<file path="src/cstc_pkg.sv">
// constants, layouts and types for the start-bit timing qualifier
package cstc_pkg;
  // register byte offsets
  localparam logic [7:0] ADDR_CTRL   = 8'h00;
  localparam logic [7:0] ADDR_TIMING = 8'h04;
  localparam logic [7:0] ADDR_WAVE   = 8'h08;
  localparam logic [7:0] ADDR_STATUS = 8'h0c;
  localparam logic [7:0] ADDR_CLEAR  = 8'h10;
  localparam logic [7:0] ADDR_IEN    = 8'h14;
  // values after reset and writable masks
  localparam logic [31:0] RST_TIMING  = 32'h0;
  localparam logic [31:0] RST_WAVE    = 32'h0;
  localparam logic [31:0] MASK_TIMING = 32'h00007777;
  localparam logic [31:0] MASK_WAVE   = 32'h00777703;
  // interrupt bit positions
  localparam int IRQ_START = 0;
  localparam int IRQ_WAVE  = 1;
  localparam int IRQ_W     = 2;
  // sampling tick: fs derived from the bus clock
  localparam int CLK_HZ = 40000000;
  localparam int FS_HZ  = 32768;
  localparam int FS_DIV = (CLK_HZ + FS_HZ / 2) / FS_HZ;
  localparam logic [10:0] FS_LAST = 11'(FS_DIV - 1);
  // base times in fs ticks
  localparam logic [7:0] SCYC_MAX_BASE  = 8'h9a;
  localparam logic [7:0] SCYC_MIN_BASE  = 8'h8d;
  localparam logic [7:0] SRISE_MAX_BASE = 8'h80;
  localparam logic [7:0] SRISE_MIN_BASE = 8'h73;
  localparam logic [7:0] ZERO_MAX_BASE  = 8'h38;
  localparam logic [7:0] ZERO_MIN_BASE  = 8'h2b;
  localparam logic [7:0] ONE_MAX_BASE   = 8'h1a;
  localparam logic [7:0] ONE_MIN_BASE   = 8'h0d;
  // a data bit still high more than this many ticks after its falling edge ends the frame
  localparam logic [7:0] BIT_END_TICKS  = 8'h60;
  typedef struct packed {
    logic [16:0] rsv3;
    logic [2:0]  start_cycle_max;
    logic        rsv2;
    logic [2:0]  start_cycle_min;
    logic        rsv1;
    logic [2:0]  start_rise_latest;
    logic        rsv0;
    logic [2:0]  start_rise_earliest;
  } cstc_timing_t;
  typedef struct packed {
    logic [8:0]  rsv3;
    logic [2:0]  zero_rise_latest;
    logic        rsv2;
    logic [2:0]  zero_rise_earliest;
    logic        rsv1;
    logic [2:0]  one_rise_latest;
    logic        rsv0;
    logic [2:0]  one_rise_earliest;
    logic [5:0]  rsv;
    logic        start_detect_irq_enable;
    logic        waveform_check_enable;
  } cstc_wave_t;
  typedef enum logic [2:0] {
    ST_IDLE  = 3'b000,
    ST_SLOW  = 3'b001,
    ST_SHIGH = 3'b011,
    ST_BLOW  = 3'b010,
    ST_BHIGH = 3'b110
  } cstc_state_t;
endpackage

</file>
<file path="src/cstc_rx_timing.sv">
// start-bit and data-bit timing qualifier with apb registers
//
// Behaviour
// - max start cycle is 154 plus field
// - min start cycle is 141 minus field
// - latest start rise is 128 plus field
// - earliest start rise is 115 minus field
// - start rise must fall in rise window
// - start cycle must fall in cycle window
// - zero rise window 43-n to 56+n
// - one rise window 13-n to 26+n
// - waveform check raises waveform error
// - valid start bit raises interrupt
`timescale 1ns/100ps
module cstc_rx_timing #(
  parameter int TICK_DIV = cstc_pkg::FS_DIV // pclk cycles per fs tick
) (
  input  wire logic        pclk,
  input  wire logic        presetn,
  input  wire logic        psel,
  input  wire logic        penable,
  input  wire logic        pwrite,
  input  wire logic [7:0]  paddr,
  input  wire logic [31:0] pwdata,
  output logic      [31:0] prdata,
  output logic             pready,
  output logic             pslverr,
  input  wire logic        cec_in,
  output logic             irq
);
  import cstc_pkg::*;
  // a bench may shorten the tick; the divider must still fit in 11 bits
  localparam logic [10:0] TICK_LAST = 11'(TICK_DIV - 1);

  ////////////////////////////////////////////////////////////////////
  // registers and state
  logic [31:0]      prdata_r;
  logic             pready_r;
  logic             pslverr_r;
  logic             irq_r;
  logic             ren_r;
  cstc_timing_t     tim_r;
  cstc_wave_t       wav_r;
  logic [IRQ_W-1:0] sts_r;
  logic [IRQ_W-1:0] ien_r;
  logic             s1_r;
  logic             s2_r;
  logic             s3_r;
  logic [10:0]      div_r;
  logic [7:0]       cnt_r;
  cstc_state_t      st_r;
  cstc_state_t      st_nxt;

  ////////////////////////////////////////////////////////////////////
  // apb decode
  wire        acc     = psel & penable;
  wire        wr_en   = acc & pwrite & pready_r;
  wire        first   = acc & ~pready_r;
  wire        hit_ctl = (paddr == ADDR_CTRL);
  wire        hit_tim = (paddr == ADDR_TIMING);
  wire        hit_wav = (paddr == ADDR_WAVE);
  wire        hit_sts = (paddr == ADDR_STATUS);
  wire        hit_clr = (paddr == ADDR_CLEAR);
  wire        hit_ien = (paddr == ADDR_IEN);
  wire        hit     = hit_ctl | hit_tim | hit_wav | hit_sts | hit_clr | hit_ien;
  wire        busy    = (st_r != ST_IDLE);
  // control word: bit0 enable, bit1 live busy so software can see the stop
  wire [31:0] ctl_rd  = {30'h0, busy, ren_r};
  wire [31:0] rd_mux  = hit_ctl ? ctl_rd :
                        hit_tim ? 32'(tim_r) :
                        hit_wav ? 32'(wav_r) :
                        hit_sts ? {30'h0, sts_r} :
                        hit_ien ? {30'h0, ien_r} : 32'h0;
  wire [IRQ_W-1:0] clr = (wr_en & hit_clr) ? pwdata[IRQ_W-1:0] : '0;

  // one wait state so read data comes from a flop
  always_ff @(posedge pclk or negedge presetn) begin
    if (!presetn) begin
      pready_r  <= 1'b0;
      pslverr_r <= 1'b0;
      prdata_r  <= 32'h0;
    end else begin
      pready_r  <= first;
      pslverr_r <= first & ~hit;
      prdata_r  <= (first & ~pwrite) ? rd_mux : 32'h0;
    end
  end

  // config writes land at the completing edge; reserved bits masked off
  always_ff @(posedge pclk or negedge presetn) begin
    if (!presetn) begin
      ren_r <= 1'b0;
      tim_r <= cstc_timing_t'(RST_TIMING);
      wav_r <= cstc_wave_t'(RST_WAVE);
      ien_r <= '0;
    end else if (wr_en) begin
      if (hit_ctl) ren_r <= pwdata[0];
      if (hit_tim) tim_r <= cstc_timing_t'(pwdata & MASK_TIMING);
      if (hit_wav) wav_r <= cstc_wave_t'(pwdata & MASK_WAVE);
      if (hit_ien) ien_r <= pwdata[IRQ_W-1:0];
    end
  end

  ////////////////////////////////////////////////////////////////////
  // pin synchroniser, edges and fs tick
  wire fall = s3_r & ~s2_r;
  wire rise = ~s3_r & s2_r;
  wire tick = (div_r == TICK_LAST);

  // s1 feeds only s2; line idles high
  always_ff @(posedge pclk or negedge presetn) begin
    if (!presetn) begin
      s1_r <= 1'b1;
      s2_r <= 1'b1;
      s3_r <= 1'b1;
    end else begin
      s1_r <= cec_in;
      s2_r <= s1_r;
      s3_r <= s2_r;
    end
  end

  // free-running divider; phase error up to one tick is inherent
  always_ff @(posedge pclk or negedge presetn) begin
    if (!presetn) div_r <= 11'h0;
    else          div_r <= tick ? 11'h0 : div_r + 11'h1;
  end

  // ticks since the last falling edge, saturating
  always_ff @(posedge pclk or negedge presetn) begin
    if (!presetn)                    cnt_r <= 8'h0;
    else if (fall)                   cnt_r <= 8'h0;
    else if (tick && cnt_r != 8'hff) cnt_r <= cnt_r + 8'h1;
  end

  ////////////////////////////////////////////////////////////////////
  // window limits
  wire [7:0] scyc_max  = SCYC_MAX_BASE + {5'h0, tim_r.start_cycle_max};
  wire [7:0] scyc_min  = SCYC_MIN_BASE - {5'h0, tim_r.start_cycle_min};
  wire [7:0] srise_max = SRISE_MAX_BASE + {5'h0, tim_r.start_rise_latest};
  wire [7:0] srise_min = SRISE_MIN_BASE - {5'h0, tim_r.start_rise_earliest};
  wire [7:0] zero_max  = ZERO_MAX_BASE + {5'h0, wav_r.zero_rise_latest};
  wire [7:0] zero_min  = ZERO_MIN_BASE - {5'h0, wav_r.zero_rise_earliest};
  wire [7:0] one_max   = ONE_MAX_BASE + {5'h0, wav_r.one_rise_latest};
  wire [7:0] one_min   = ONE_MIN_BASE - {5'h0, wav_r.one_rise_earliest};

  wire srise_ok = (cnt_r >= srise_min) && (cnt_r <= srise_max);
  wire scyc_ok  = (cnt_r >= scyc_min) && (cnt_r <= scyc_max);
  wire zero_ok  = (cnt_r >= zero_min) && (cnt_r <= zero_max);
  wire one_ok   = (cnt_r >= one_min) && (cnt_r <= one_max);
  wire low_long = (cnt_r > zero_max);

  ////////////////////////////////////////////////////////////////////
  // events
  wire start_ok = (st_r == ST_SHIGH) && fall && scyc_ok;
  wire bad_rise = (st_r == ST_BLOW) && rise && !(zero_ok || one_ok);
  wire bad_low  = (st_r == ST_BLOW) && low_long;
  wire ev_start = start_ok && wav_r.start_detect_irq_enable;
  wire ev_wave  = (bad_rise || bad_low) && wav_r.waveform_check_enable;
  wire [IRQ_W-1:0] ev = {ev_wave, ev_start};
  // a new event beats a clear in the same cycle
  wire [IRQ_W-1:0] sts_nxt = (sts_r & ~clr) | ev;

  // frame sequencer; disabling reception drops back to idle at once
  always_comb begin
    st_nxt = st_r;
    unique case (st_r)
      ST_IDLE:  if (fall) st_nxt = ST_SLOW;
      ST_SLOW: begin
        if (rise)                   st_nxt = srise_ok ? ST_SHIGH : ST_IDLE;
        else if (cnt_r > srise_max) st_nxt = ST_IDLE;
      end
      ST_SHIGH: begin
        if (fall)                  st_nxt = scyc_ok ? ST_BLOW : ST_SLOW;
        else if (cnt_r > scyc_max) st_nxt = ST_IDLE;
      end
      ST_BLOW: begin
        if (bad_low)   st_nxt = ST_IDLE;
        else if (rise) st_nxt = ST_BHIGH;
      end
      ST_BHIGH: begin
        if (fall)                       st_nxt = ST_BLOW;
        else if (cnt_r > BIT_END_TICKS) st_nxt = ST_IDLE;
      end
      default: st_nxt = ST_IDLE;
    endcase
    if (!ren_r) st_nxt = ST_IDLE;
  end

  always_ff @(posedge pclk or negedge presetn) begin
    if (!presetn) st_r <= ST_IDLE;
    else          st_r <= st_nxt;
  end

  // sticky status and level interrupt
  always_ff @(posedge pclk or negedge presetn) begin
    if (!presetn) begin
      sts_r <= '0;
      irq_r <= 1'b0;
    end else begin
      sts_r <= sts_nxt;
      irq_r <= |(sts_r & ien_r);
    end
  end

  assign prdata  = prdata_r;
  assign pready  = pready_r;
  assign pslverr = pslverr_r;
  assign irq     = irq_r;

  // every status bit is sticky until cleared, and a set beats a clear
  for (genvar gi = 0; gi < IRQ_W; gi++) begin : g_sticky

  end
endmodule // cstc_rx_timing

</file>
<file path="config.mk">
export PLATFORM = sky130hd
export DESIGN_NAME = cstc_rx_timing
export DESIGN_NICKNAME = d
export VERILOG_FILES = /design/src/cstc_pkg.sv /design/src/cstc_rx_timing.sv
export SDC_FILE = /design/constraint.sdc
export NUM_CORES = 1
export LEC_CHECK = 0
export ABC_CLOCK_PERIOD_IN_PS = 2600
export BUFFER_PORTS_ARGS = -buffer_cell sky130_fd_sc_hd__buf_2
export CAP_MARGIN = 20
export CORE_MARGIN = 2
export CORE_UTILIZATION = 55
export CTS_BUF_LIST = sky130_fd_sc_hd__clkbuf_8
export CTS_CLUSTER_SIZE = 14
export DETAILED_ROUTE_END_ITERATION = 8
export PLACE_DENSITY = 0.79
export SETUP_SLACK_MARGIN = 0.1
export SYNTH_ARGS = -nofsm -noshare
export SYNTH_HDL_FRONTEND = slang
export SYNTH_SLANG_ARGS = --single-unit
</file>
<file path="constraint.sdc">
create_clock -name pclk -period 2.6 [get_ports pclk]
set_input_delay 0.52 -clock pclk [delete_from_list [all_inputs] [get_ports pclk]]
set_output_delay 0.52 -clock pclk [all_outputs]
set_load 0.005 [all_outputs]
</file>
* Yosys cells after proc, flatten, opt, wreduce, memory -nomap -nowiden
Index checks and enable logic that the tools add are counted.
Storage, ports and cells: flip-flop bits (word level) 82, logic and storage cells 132
Cells by class: add/subtract/negate cells 10, $lt $le $gt $ge 12, equal/unequal tests 16, multiplexer cells 23, bitwise gates (word level) 23, reduce and logical (&&, ||, !) cells 25
Operator list (number):
- $mux W23 | 4
- $ge A8 B8 Y1 | 4
- $mux W3 | 10
- $add A8 B3 Y8 const A | 2
- $eq A8 B4 Y1 const B | 2
- $eq A8 B5 Y1 const B | 2
- $gt A8 B8 Y1 | 2
- $le A8 B8 Y1 | 2
- $mux W8 | 2
- $pmux W3 S5 | 1
- $logic_and A1 B1 Y1 | 12
- $ne A4 B4 Y1 const B | 3
- $add A11 B1 Y11 const B | 1
- $eq A11 B11 Y1 const B | 1
- $mux W11 | 1
- $mux W2 | 5
- $and A1 B1 Y1 | 9
- $add A8 B1 Y8 const B | 1
- $eq A8 B3 Y1 const B | 1
- $gt A8 B7 Y1 | 1
- $gt A8 B7 Y1 const B | 1
- $le A8 B6 Y1 | 1
- $le A8 B7 Y1 | 1
- $logic_not A8 Y1 | 1
- 25 further kinds | 39

* Longest topological paths before layout
Gate-level depths: netlist of run 1.
depth after elaboration 9, mapped depth 9, depth with buffers taken out 9

* Worst setup path after synthesis of run 1
No wires, ideal clock.
path type flip-flop to flip-flop, start point reg cnt_r[0], end point reg st_r[2], library setup time 125 ps, arrival 2209 ps, data required time 2475 ps, setup slack 266 ps, cell stages (with the launch flop) 9, clock period less this slack 2334 ps, cell sequence dfrtp_1 > inv_1 > ha_1 > or4b_2 > a311oi_1 > o2111ai_1 > o311ai_0 > a31oi_1 > mux2_2
On the way: cells in the longest elaborated chain, start to end 5, elaborated cells between the ends (all ways) 13
Ends and longest elaborated chain:
- start: declaration | RTL line cstc_rx_timing.sv:50 | logic [7:0] cnt_r;
- start signal: assignment | RTL line cstc_rx_timing.sv:133 | else if (tick && cnt_r != 8'hff) cnt_r <= cnt_r + 8'h1;
- $gt A8 B7 Y1 | RTL line cstc_rx_timing.sv:151 | wire low_long = (cnt_r > zero_max);
- $logic_and A1 B1 Y1 | RTL line cstc_rx_timing.sv:157 | wire bad_low = (st_r == ST_BLOW) && low_long;
- $mux W3 | RTL line cstc_rx_timing.sv:178 | if (bad_low) st_nxt = ST_IDLE;
- $pmux W3 S5 | RTL line cstc_rx_timing.sv:167 | unique case (st_r)
- $mux W3 | RTL line cstc_rx_timing.sv:187 | if (!ren_r) st_nxt = ST_IDLE;
- end signal: assignment | RTL line cstc_rx_timing.sv:192 | else st_r <= st_nxt;
- end: declaration | RTL line cstc_rx_timing.sv:51 | cstc_state_t st_r;
Parallel ways exist; a longest one is shown, timed or not. A chain may end at the register's enable or synchronous reset.

* Worst setup path after layout of run 1
start point reg cnt_r[1], end point reg st_r[2]
Same word-level chain as after synthesis.

==> impl_metrics.csv, run 1 <==
group,metric,value,unit
grt,grt_pass1_wl,15900,µm
synthesis,synth_edf_count,0,
routing,wl_per_cell,15.7,µm
grt,overflow,0,
synthesis,async_reset_ff_frac,1.00,
clock_tree,clk_pin_slew_worst_paths,0.08,ns
run_status,status,"finished, final reports clean",
cells_and_area,fillCellCount,642,
floorplan,num_rows,32,
synthesis,seq_area_frac_synth,0.437,
timing,period_share,0.910,
clock_tree,clock_tree.root_cell,"clkbuf_8",
clock_tree,cts_buffer_depth,2,
critical_path,critPathCaptureType,"flip-flop",
timing,slew-limit-headroom,0.358,
timing,slew_viol_final,0,
power,power,2.28,mW
timing,hold_viol,0,
synthesis,synth_top_flop_cell,"dfrtp_1",
clock_tree,htree_levels,3,
cells_and_area,ff_latch_area,0.00193,mm²
cells_and_area,multiInputGateArea,0.00228,mm²
routing,ant_nets,0,
clock_tree,clk_latency,0.35,ns
synthesis,synthCells,433,
grt,antenna_found_initial,0,
floorplan,die_area,0.00877,mm²
timing,period_minus_slack,2.37,ns
routing,num_vias,3458,
routing,drt_iter0_drc,220,
power,vdd_drop_max,0.249,mV
floorplan,initial_utilization,0.569,
critical_path,critPathArrivalTime,2.61,ns
critical_path,crit_buf_inv,1,
cells_and_area,diodes,0,
synthesis,synthDistinctLibCells,58,
cells_and_area,final_nets,585,
routing,drc,0,
place,dp_hpwl,6820,µm
timing,final.setup_skew,0.00313,ns
critical_path,path_cells,"inv_1 > ha_1 > or4b_2 > a311oi_1 > o2111ai_1 > o311ai_1 > a31oi_1 > mux2_2",
grt,grt_use_total,0.233,
routing,via_per_inst,5.72,
place,gp_congestion,0.890,
cells_and_area,layout-drive-gt1-share,0.233,
critical_path,cp_slowest_cell,"or4b_2",
power,p_leak,2.51,nW
clock_tree,ctsHoldBuffers,0,
floorplan,pin_count,81,
synthesis,yosys_warnings,0,
floorplan,die_w,93.6,µm
timing,rsz0062_at_grt,"false",
routing,routed_wl,9510,µm
power,p_per_area,452,mW/mm²
synthesis,syn_area,0.00442,mm²
timing,finalSetupTns,0,ns
grt,grt_start_max_net_pins,78,
timing,tightestPinTransition,0.964,ns
worst_hold_path,hp-class,"primary input to flip-flop",
routing,drt_first_pass_iters,4,
clock_tree,clock_sinks,77,
timing,setup_violations,0,
clock_tree,cts_tree,"yes",
critical_path,critPathKind,"flip-flop to flip-flop",
cells_and_area,area_delta_synth_final,14.3,%
place,portBuffers,52,
synthesis,ys_ff_latch,77,
grt,first_global_vias,3465,
critical_path,critPathMaxFanout,5,
synthesis,avgSynthCellArea,10.2,µm²
floorplan,die_h,93.6,µm
floorplan,fp.coreArea,0.00777,mm²
critical_path,crit_path_start_kind,"flip-flop",
timing,fmax,422,MHz
run,cap_viol_max_count,0,
critical_path,crit_family,"compound AO/OA/AOI/OAI gates",
critical_path,max_stage_delay,0.59,ns
clock_tree,cts_made_buffers,9,
critical_path,crit_required,2.84,ns
[kinds of logic after synthesis]
| logic type | share of synthesized area |
|---|---|
| simple gates | 0.178 |
| flops | 0.437 |
| compound gates | 0.112 |
| buf+inv | 0.0592 |
| fa+ha+maj | 0.116 |
| mux | 0.0632 |
| xor+xnor | 0.0337 |
| other cells | 0.000849 |
[worst register-to-register path, stage by stage, from the launching register on]
cell and delay (ns):
dfrtp_1 0.44, inv_1 0.11, ha_1 0.16, or4b_2 0.59, a311oi_1 0.28, o2111ai_1 0.14, o311ai_1 0.12, a31oi_1 0.12
mux2_2 0.29
[placed cells by master (no fill, tap or decap), drive strengths merged, types with 3 or more instances in the layout]
cell type and n:
buf 68, a22o 3, nor2 39, nand3b 3
mux2 23, o21ai 15, nor2b 11, nor4 6
clkinv 4, o2111ai 3, a21oi 6, and3 3
ha 41, xnor2 9, and2 3, nand2b 6
dfstp 3, nand4 7, a21o 4, a31oi 4
dfrtp 74, o22ai 3, a22oi 8, clkbuf 9
or3 5, o21a 4, xor2 8, and4 3
conb 14, nor3 14, nand2 28, nand3 12
inv 27
[path summary, 6_finish.rpt]
path                           from         end  slack, ns  cells past startpoint
max reg2reg                cnt_r[1]     st_r[2]       0.23                      8
min                          cec_in        s1_r       0.26                      1
max in group asynchronous   presetn   wav_r[10]       1.67                      1
max                        cnt_r[1]     st_r[2]       0.23                      8
min in group asynchronous   presetn  prdata[22]       0.32                      1
min reg2reg                    s1_r        s2_r       0.36                      0
[power by group]
part           switching, mW  internal (mW)
Clock                  0.450          0.537
Sequential           0.00444           1.20
Combinational         0.0573         0.0276
[Yosys cell counts, types with 4 or more instances]
cell	instances	area (µm²)
nor3_1	14	70.1
nand2b_1	6	37.5
o21a_1	4	30.0
xor2_1	8	70.1
nor4_1	6	37.5
clkbuf_1	8	30.0
dfrtp_1	74	1850
xnor2_1	9	78.8
buf_4	14	105
a21o_1	4	30.0
nand4_1	6	37.5
inv_1	26	97.6
or3_1	5	31.3
a31oi_1	4	25.0
nor2b_1	11	68.8
o21ai_0	15	75.1
nand3_1	12	60.1
ha_1	41	513
a21oi_1	6	30.0
nand2_1	28	105
nor2_1	39	146
a22oi_1	8	60.1
mux2_2	23	259
[registers in the layout, summed over array words and instances, names as in the netlist]
signal / count
prdata: 18
wav_r: 14
tim_r: 12
div_r: 11
cnt_r: 8
st_r: 3
ien_r: 2
sts_r: 2
irq: 1
pready: 1
pslverr: 1
ren_r: 1
s1_r: 1
s2_r: 1
s3_r: 1
[area by class of cell]
type	count	share of cell area
multi-input cells	316	0.452
inverters	26	0.0193
clock buffers	9	0.0245
flip-flops and latches	77	0.382
well taps	102	0.0253
clock inverters	7	0.0181
repair buffers	68	0.0783
[through the flow]
stage               instances  setup slack (ns)  cell area [µm²]   util  hold WS, ns
floorplan                 446             0.266             4470      -        0.224
finish                    605             0.233             5050  0.650        0.259
CTS                       605             0.184             5040  0.649        0.246
global route              605             0.108             5050  0.650        0.245
detailed placement        588             0.105             4820  0.620        0.349
global placement          588             0.230             4820  0.620        0.349
[per-layer routing]
layer  global-route usage  vias up  wire [µm]
li1                     -     1643          -
met1                0.281     1672       4020
met2                0.395      116       4720
met3               0.0363       27        501
met4                0.133        0        278
met5                    0        -          0
[what timing repair did]
item | CTS | global route
setup endpoints to repair | 1 | 3
buffers inserted | 1 | 0
resized for setup | 0 | 3
pin swaps | 0 | 0
Power figures use the tool's default switching activity.
==> run 2, diff against run 1 <==
==> config.mk (replaced) <==
export PLATFORM = sky130hd
export DESIGN_NAME = cstc_rx_timing
export DESIGN_NICKNAME = d
export VERILOG_FILES = /design/src/cstc_pkg.sv /design/src/cstc_rx_timing.sv
export SDC_FILE = /design/constraint.sdc
export NUM_CORES = 1
export LEC_CHECK = 0
export ABC_CLOCK_PERIOD_IN_PS = 1900
export CAP_MARGIN = 20
export CORE_MARGIN = 2
export CORE_UTILIZATION = 55
export CTS_BUF_LIST = sky130_fd_sc_hd__clkbuf_8
export CTS_CLUSTER_SIZE = 14
export DETAILED_ROUTE_END_ITERATION = 8
export DONT_BUFFER_PORTS = 1
export PLACE_DENSITY = 0.73
export SETUP_SLACK_MARGIN = 0.1
export SKIP_CTS_REPAIR_TIMING = 1
export SYNTH_ARGS = -nofsm -noshare
export SYNTH_HDL_FRONTEND = slang
export SYNTH_SLANG_ARGS = --single-unit
==> constraint.sdc (replaced) <==
create_clock -name pclk -period 1.9 [get_ports pclk]
set_input_delay 0.38 -clock pclk [delete_from_list [all_inputs] [get_ports pclk]]
set_output_delay 0.38 -clock pclk [all_outputs]
set_load 0.005 [all_outputs]
==> run 2 against run 1 <==
Against the previous run:
- combinational power decreased by 42%
- clock-buffer cell count increased by 1
- power increased by 29%
- the run now ends with negative hold slack, negative setup slack left
- sequential power increased by 37%
- critical path type unchanged
==> impl_metrics.csv, run 2 (synthesized netlist as in run 1, its figures left out) <==
group,metric,value,unit
run_status,status,"complete, but fails checks",
run_status,violations,"negative hold slack, negative setup slack",
routing,num_vias,3504,
clock_tree,clock_tree.root_cell,"clkbuf_8",
critical_path,r2r_end,"st_r[1]",
clock_tree,clk_pin_slew_worst_paths,0.08,ns
floorplan,fp.coreArea,0.00777,mm²
cells_and_area,largest_reg_flops,18,
floorplan,initial_utilization,0.569,
grt,overflow,0,
place,portBuffers,0,
critical_path,critPathKind,"flip-flop to flip-flop",
routing,drt_first_pass_iters,4,
grt,grt_start_max_net_pins,78,
floorplan,die_w,93.6,µm
power,power_frac_clock,0.420,
place,dp_hpwl,7520,µm
clock_tree,cts_buffer_depth,2,
grt,grt_use_total,0.237,
clock_tree,cts_tree,"yes",
critical_path,crit_required,2.18,ns
critical_path,max_stage_delay,0.41,ns
routing,dr_wl_met2,5430,µm
power,seqPwrFrac,0.563,
routing,routed_wl,10500,µm
timing,hold_viol,77,
routing,drt_iter0_drc,217,
cells_and_area,fin_cells,611,
cells_and_area,final_common_cell,"dfrtp_1",
clock_tree,clk_latency,0.35,ns
power,vdd_drop_max,0.301,mV
routing,drc,0,
cells_and_area,fillCellCount,579,
power,pwr-share-comb,0.017,
timing,holdWs,-0.292,ns
grt,first_global_vias,3544,
cells_and_area,final_nets,591,
floorplan,die_area,0.00877,mm²
clock_tree,clock_sinks,77,
critical_path,rr_worst_depth,8,
place,dp_cells,584,
floorplan,pin_count,81,
critical_path,path_cells,"ha_1 > inv_2 > ha_4 > nand4_1 > o21a_1 > a2111o_1 > o211a_1 > o22ai_1",
routing,top_layer_used,"met4",
critical_path,cp_slowest_cell,"dfrtp_1",
grt,grt_pass1_wl,16200,µm
grt,antenna_found_initial,0,
timing,rsz0062_at_grt,"true",
routing,wl_per_cell,17.3,µm
power,p_leak,2.64,nW
cells_and_area,area_delta_synth_final,24.7,%
routing,ant_nets,0,
power,p_per_area,533,mW/mm²
routing,met3_length,492,µm
routing,via_per_inst,5.73,
critical_path,critPathArrivalTime,2.43,ns
clock_tree,cts_made_buffers,9,
worst_hold_path,hp-class,"primary input to asynchronous set/reset pin",
cells_and_area,layout-drive-gt1-share,0.326,
power,switching_share,0.217,
cells_and_area,mostFrequentLayoutCells,"dfrtp_1, buf_4, nor2_1, ha_1",
timing,final.setup_skew,0.00953,ns
critical_path,timing.rr.start,"tim_r[14]",
timing,period_share,1.13,
timing,fin_ws,-0.256,ns
floorplan,die_h,93.6,µm
timing,period_minus_slack,2.16,ns
critical_path,critPathMaxFanout,3,
critical_path,critPathCaptureType,"flip-flop",
timing,fmax,464,MHz
routing,wl_met1,4390,µm
clock_tree,htree_levels,3,
power,p_int,2.30,mW
cells_and_area,diodes,0,
timing,slew_viol_final,0,
critical_path,crit_path_start_kind,"flip-flop",
run,cap_viol_max_count,0,
floorplan,num_rows,32,
place,gp_congestion,0.992,
timing,setup_violations,8,
timing,finalSetupTns,-1.45,ns
power,p_sw,639,µW
critical_path,r2r_setup_slack,-0.26,ns
## run 2: changes by cell type in the layout (fill, tap and decap cells not counted), moves of 5 or more
cell / delta
buf_4: +51
nor3_1: -6
ha_1: -9
buf_2: -51
ha_4: +8
buf_6: +5
## run 2: worst max path at each step
stage / endpoint / startpoint
after CTS: st_r[2] / cnt_r[1]
after global placement: st_r[1] / tim_r[13]
after floorplan: cnt_r[7] / div_r[4]
after global routing: st_r[2] / cnt_r[0]
after detailed placement: st_r[1] / tim_r[13]
final: st_r[1] / tim_r[14]
## run 2: power by group through the flow
stage | logic, mW | clock network [mW] | registers (mW)
3_5_place_dp | 0.0443 | 0 | 1.69
5_1_grt | 0.0549 | 1.33 | 1.66
2_1_floorplan | 0.0592 | 0 | 1.69
3_3_place_gp | 0.0430 | 0 | 1.69
6_report | 0.0492 | 1.23 | 1.66
4_1_cts | 0.0445 | 1.25 | 1.66
## run 2: per-layer routing
metal | up-vias | track usage
li1 | 1653 | -
met5 | - | 0
met4 | 0 | 0.103
met3 | 27 | 0.0556
met1 | 1733 | 0.265
met2 | 91 | 0.429
## run 2: stage by stage
stage,power (mW),hold WS [ns],util,instance area (µm²),setup WS (ns)
2_1_floorplan,1.75,0.0844,-,4540,-0.230
3_3_place_gp,1.73,0.0869,0.641,4980,-0.241
3_5_place_dp,1.73,0.0859,0.641,4980,-0.305
4_1_cts,2.95,-0.306,0.666,5170,-0.316
5_1_grt,3.04,-0.319,0.709,5510,-0.381
6_report,2.94,-0.292,0.709,5510,-0.256
## run 2: area by class of cell
type / count / area, µm² / area share
Timing Repair Buffer: 74 / 589 / 0.107
Sequential cell: 77 / 1940 / 0.351
Clock inverter: 6 / 56.3 / 0.0102
Tap cell: 102 / 128 / 0.0232
Clock buffer: 10 / 138 / 0.0250
Multi-Input combinational cell: 316 / 2560 / 0.465
Inverter: 26 / 100 / 0.0182
## run 2: critical path: cells and delay by family (launching register included)
kind | cells | cell delay (ns)
flip-flops | 1 | 0.41
buffers and inverters | 1 | 0.05
adder cells (fa/ha/maj) | 2 | 0.56
AND/OR/NAND/NOR | 1 | 0.15
AO/OA/AOI/OAI | 4 | 0.92
==> run 3, diff against run 2 <==
--- a/config.mk
+++ b/config.mk
@@ -7,6 +7,7 @@
 export LEC_CHECK = 0
 export ABC_CLOCK_PERIOD_IN_PS = 1900
 export CAP_MARGIN = 20
+export CORE_ASPECT_RATIO = 0.75
 export CORE_MARGIN = 2
 export CORE_UTILIZATION = 55
 export CTS_BUF_LIST = sky130_fd_sc_hd__clkbuf_8
==> run 3 against run 2 <==
Against the previous run:
- the flow still finishes with violations (negative hold slack, negative setup slack)
- power up 0.66%
- sequential share of layout area down 0.081 points
- worst setup slack worse by 0.069 ns
- highest routed layer unchanged
==> impl_metrics.csv, run 3 (synthesized netlist as in run 1, its figures left out) <==
group,metric,value,unit
timing,fin_ws,-0.326,ns
routing,via_per_inst,5.80,
power,pwr-share-comb,0.017,
place,pre_cts_ws,-0.304,ns
critical_path,rr_worst_depth,7,
clock_tree,cts_tree,"yes",
floorplan,initial_utilization,0.563,
power,power_frac_clock,0.423,
cells_and_area,multiInputGateArea,0.00258,mm²
cells_and_area,fillCellCount,595,
routing,ant_nets,0,
floorplan,num_rows,28,
power,p_int,2.31,mW
critical_path,critPathCaptureType,"flip-flop",
place,gp_congestion,0.913,
timing,fmax,449,MHz
routing,drc,0,
floorplan,pin_count,81,
cells_and_area,mostFrequentLayoutCells,"dfrtp_1, buf_4, nor2_1, ha_1, nand2_1",
timing,holdWs,-0.291,ns
timing,setup_violations,9,
grt,overflow,0,
timing,rsz0062_at_grt,"true",
floorplan,die_w,107,µm
critical_path,timing.rr.start,"cnt_r[1]",
timing,hold_viol,77,
routing,num_vias,3540,
critical_path,r2r_setup_slack,-0.33,ns
clock_tree,clock_sinks,77,
grt,antenna_found_initial,0,
run_status,status,"complete, but fails checks",
critical_path,critPathKind,"flip-flop to flip-flop",
clock_tree,cts_buffer_depth,2,
routing,drt_iter0_drc,233,
power,p_sw,651,µW
place,dp_hpwl,7560,µm
critical_path,r2r_end,"cnt_r[7]",
timing,slew_viol_final,0,
routing,drt_first_pass_iters,4,
critical_path,max_stage_delay,0.49,ns
cells_and_area,layout-drive-gt1-share,0.333,
floorplan,fp.coreArea,0.00785,mm²
worst_hold_path,hp-class,"primary input to asynchronous set/reset pin",
floorplan,die_h,81.6,µm
cells_and_area,ff_latch_area,0.00194,mm²
cells_and_area,diodes,0,
cells_and_area,final_nets,587,
timing,period_share,1.17,
timing,final.setup_skew,0.00910,ns
clock_tree,clk_latency,0.36,ns
power,p_leak,2.57,nW
timing,period_minus_slack,2.23,ns
run_status,violations,"negative hold slack, negative setup slack",
cells_and_area,final_common_cell,"dfrtp_1",
routing,routed_wl,10700,µm
floorplan,die_area,0.00877,mm²
power,vdd_drop_max,0.440,mV
critical_path,cp_slowest_cell,"dfrtp_2",
critical_path,path_cells,"buf_6 > ha_4 > and4_4 > a2111oi_4 > nand4_2 > or4b_1 > a21oi_1",
grt,grt_use_total,0.251,
power,power,2.96,mW
critical_path,critPathArrivalTime,2.50,ns
power,switching_share,0.220,
clock_tree,clk_pin_slew_worst_paths,0.08,ns
routing,wl_per_cell,17.5,µm
run,cap_viol_max_count,0,
cells_and_area,largest_reg_flops,18,
clock_tree,clock_tree.root_cell,"clkbuf_8",
clock_tree,htree_levels,3,
power,seqPwrFrac,0.560,
power,p_per_area,535,mW/mm²
critical_path,crit_required,2.18,ns
critical_path,critPathMaxFanout,5,
place,portBuffers,0,
critical_path,crit_path_start_kind,"flip-flop",
cells_and_area,area_delta_synth_final,25.1,%
grt,grt_pass1_wl,16900,µm
grt,first_global_vias,3316,
clock_tree,cts_made_buffers,9,
grt,grt_start_max_net_pins,78,
cells_and_area,final_util,0.704,
timing,finalSetupTns,-1.89,ns
[run 3: cell count changes in the layout (fill, tap and decap cells not counted), sizes merged]
cell	delta
inv	-2
clkinv	-1
clkinvlp	+3
buf	-4
[run 3: power by group through the flow]
stage	logic, mW	registers (mW)	clock network [mW]
after floorplan	0.0592	1.69	0
after global placement	0.0448	1.69	0
after detailed placement	0.0460	1.69	0
after CTS	0.0462	1.65	1.28
after global routing	0.0582	1.66	1.35
final	0.0514	1.65	1.25
[run 3: per-stage QoR]
stage | hold WS, ns | cell area, µm² | instances
after floorplan | 0.0844 | 4540 | 446
after global placement | 0.0861 | 4980 | 585
after detailed placement | 0.0861 | 4980 | 585
after CTS | -0.301 | 5180 | 601
after global routing | -0.309 | 5530 | 610
final | -0.291 | 5530 | 610
[run 3: worst max-delay path by stage]
stage,startpoint,endpoint,slack (ns),cells past startpoint
6_report,cnt_r[1],cnt_r[7],-0.33,7
5_1_grt,cnt_r[1],st_r[2],-0.41,8
2_1_floorplan,div_r[4],cnt_r[7],-0.23,5
3_3_place_gp,tim_r[13],st_r[0],-0.25,9
4_1_cts,cnt_r[1],st_r[1],-0.37,9
3_5_place_dp,tim_r[13],st_r[1],-0.30,9
[run 3: layout make-up]
type,count,area share
clock buffer,10,0.0249
clock inverter,6,0.0113
inverter,26,0.0181
multi-input combinational,316,0.466
sequential,77,0.351
tap,105,0.0238
timing repair buffer,70,0.105
[run 3: critical path: cells and delay by family, from the launching register on]
| family | cells | cell delay [ns] |
|---|---|---|
| DFF | 1 | 0.49 |
| adders and majority gates | 1 | 0.16 |
| buffers and inverters | 1 | 0.16 |
| AOI/OAI and AO/OA | 2 | 0.48 |
| and+or+nand+nor | 3 | 0.85 |
[run 3: routing by layer]
layer	vias up	part of all wire	wire (µm)	track usage
met3	15	0.059	636	0.0643
met4	0	0.012	129	0.0782
met2	105	0.46	4930	0.383
li1	1658	-	-	-
met5	-	0	0	0
met1	1762	0.47	5010	0.353
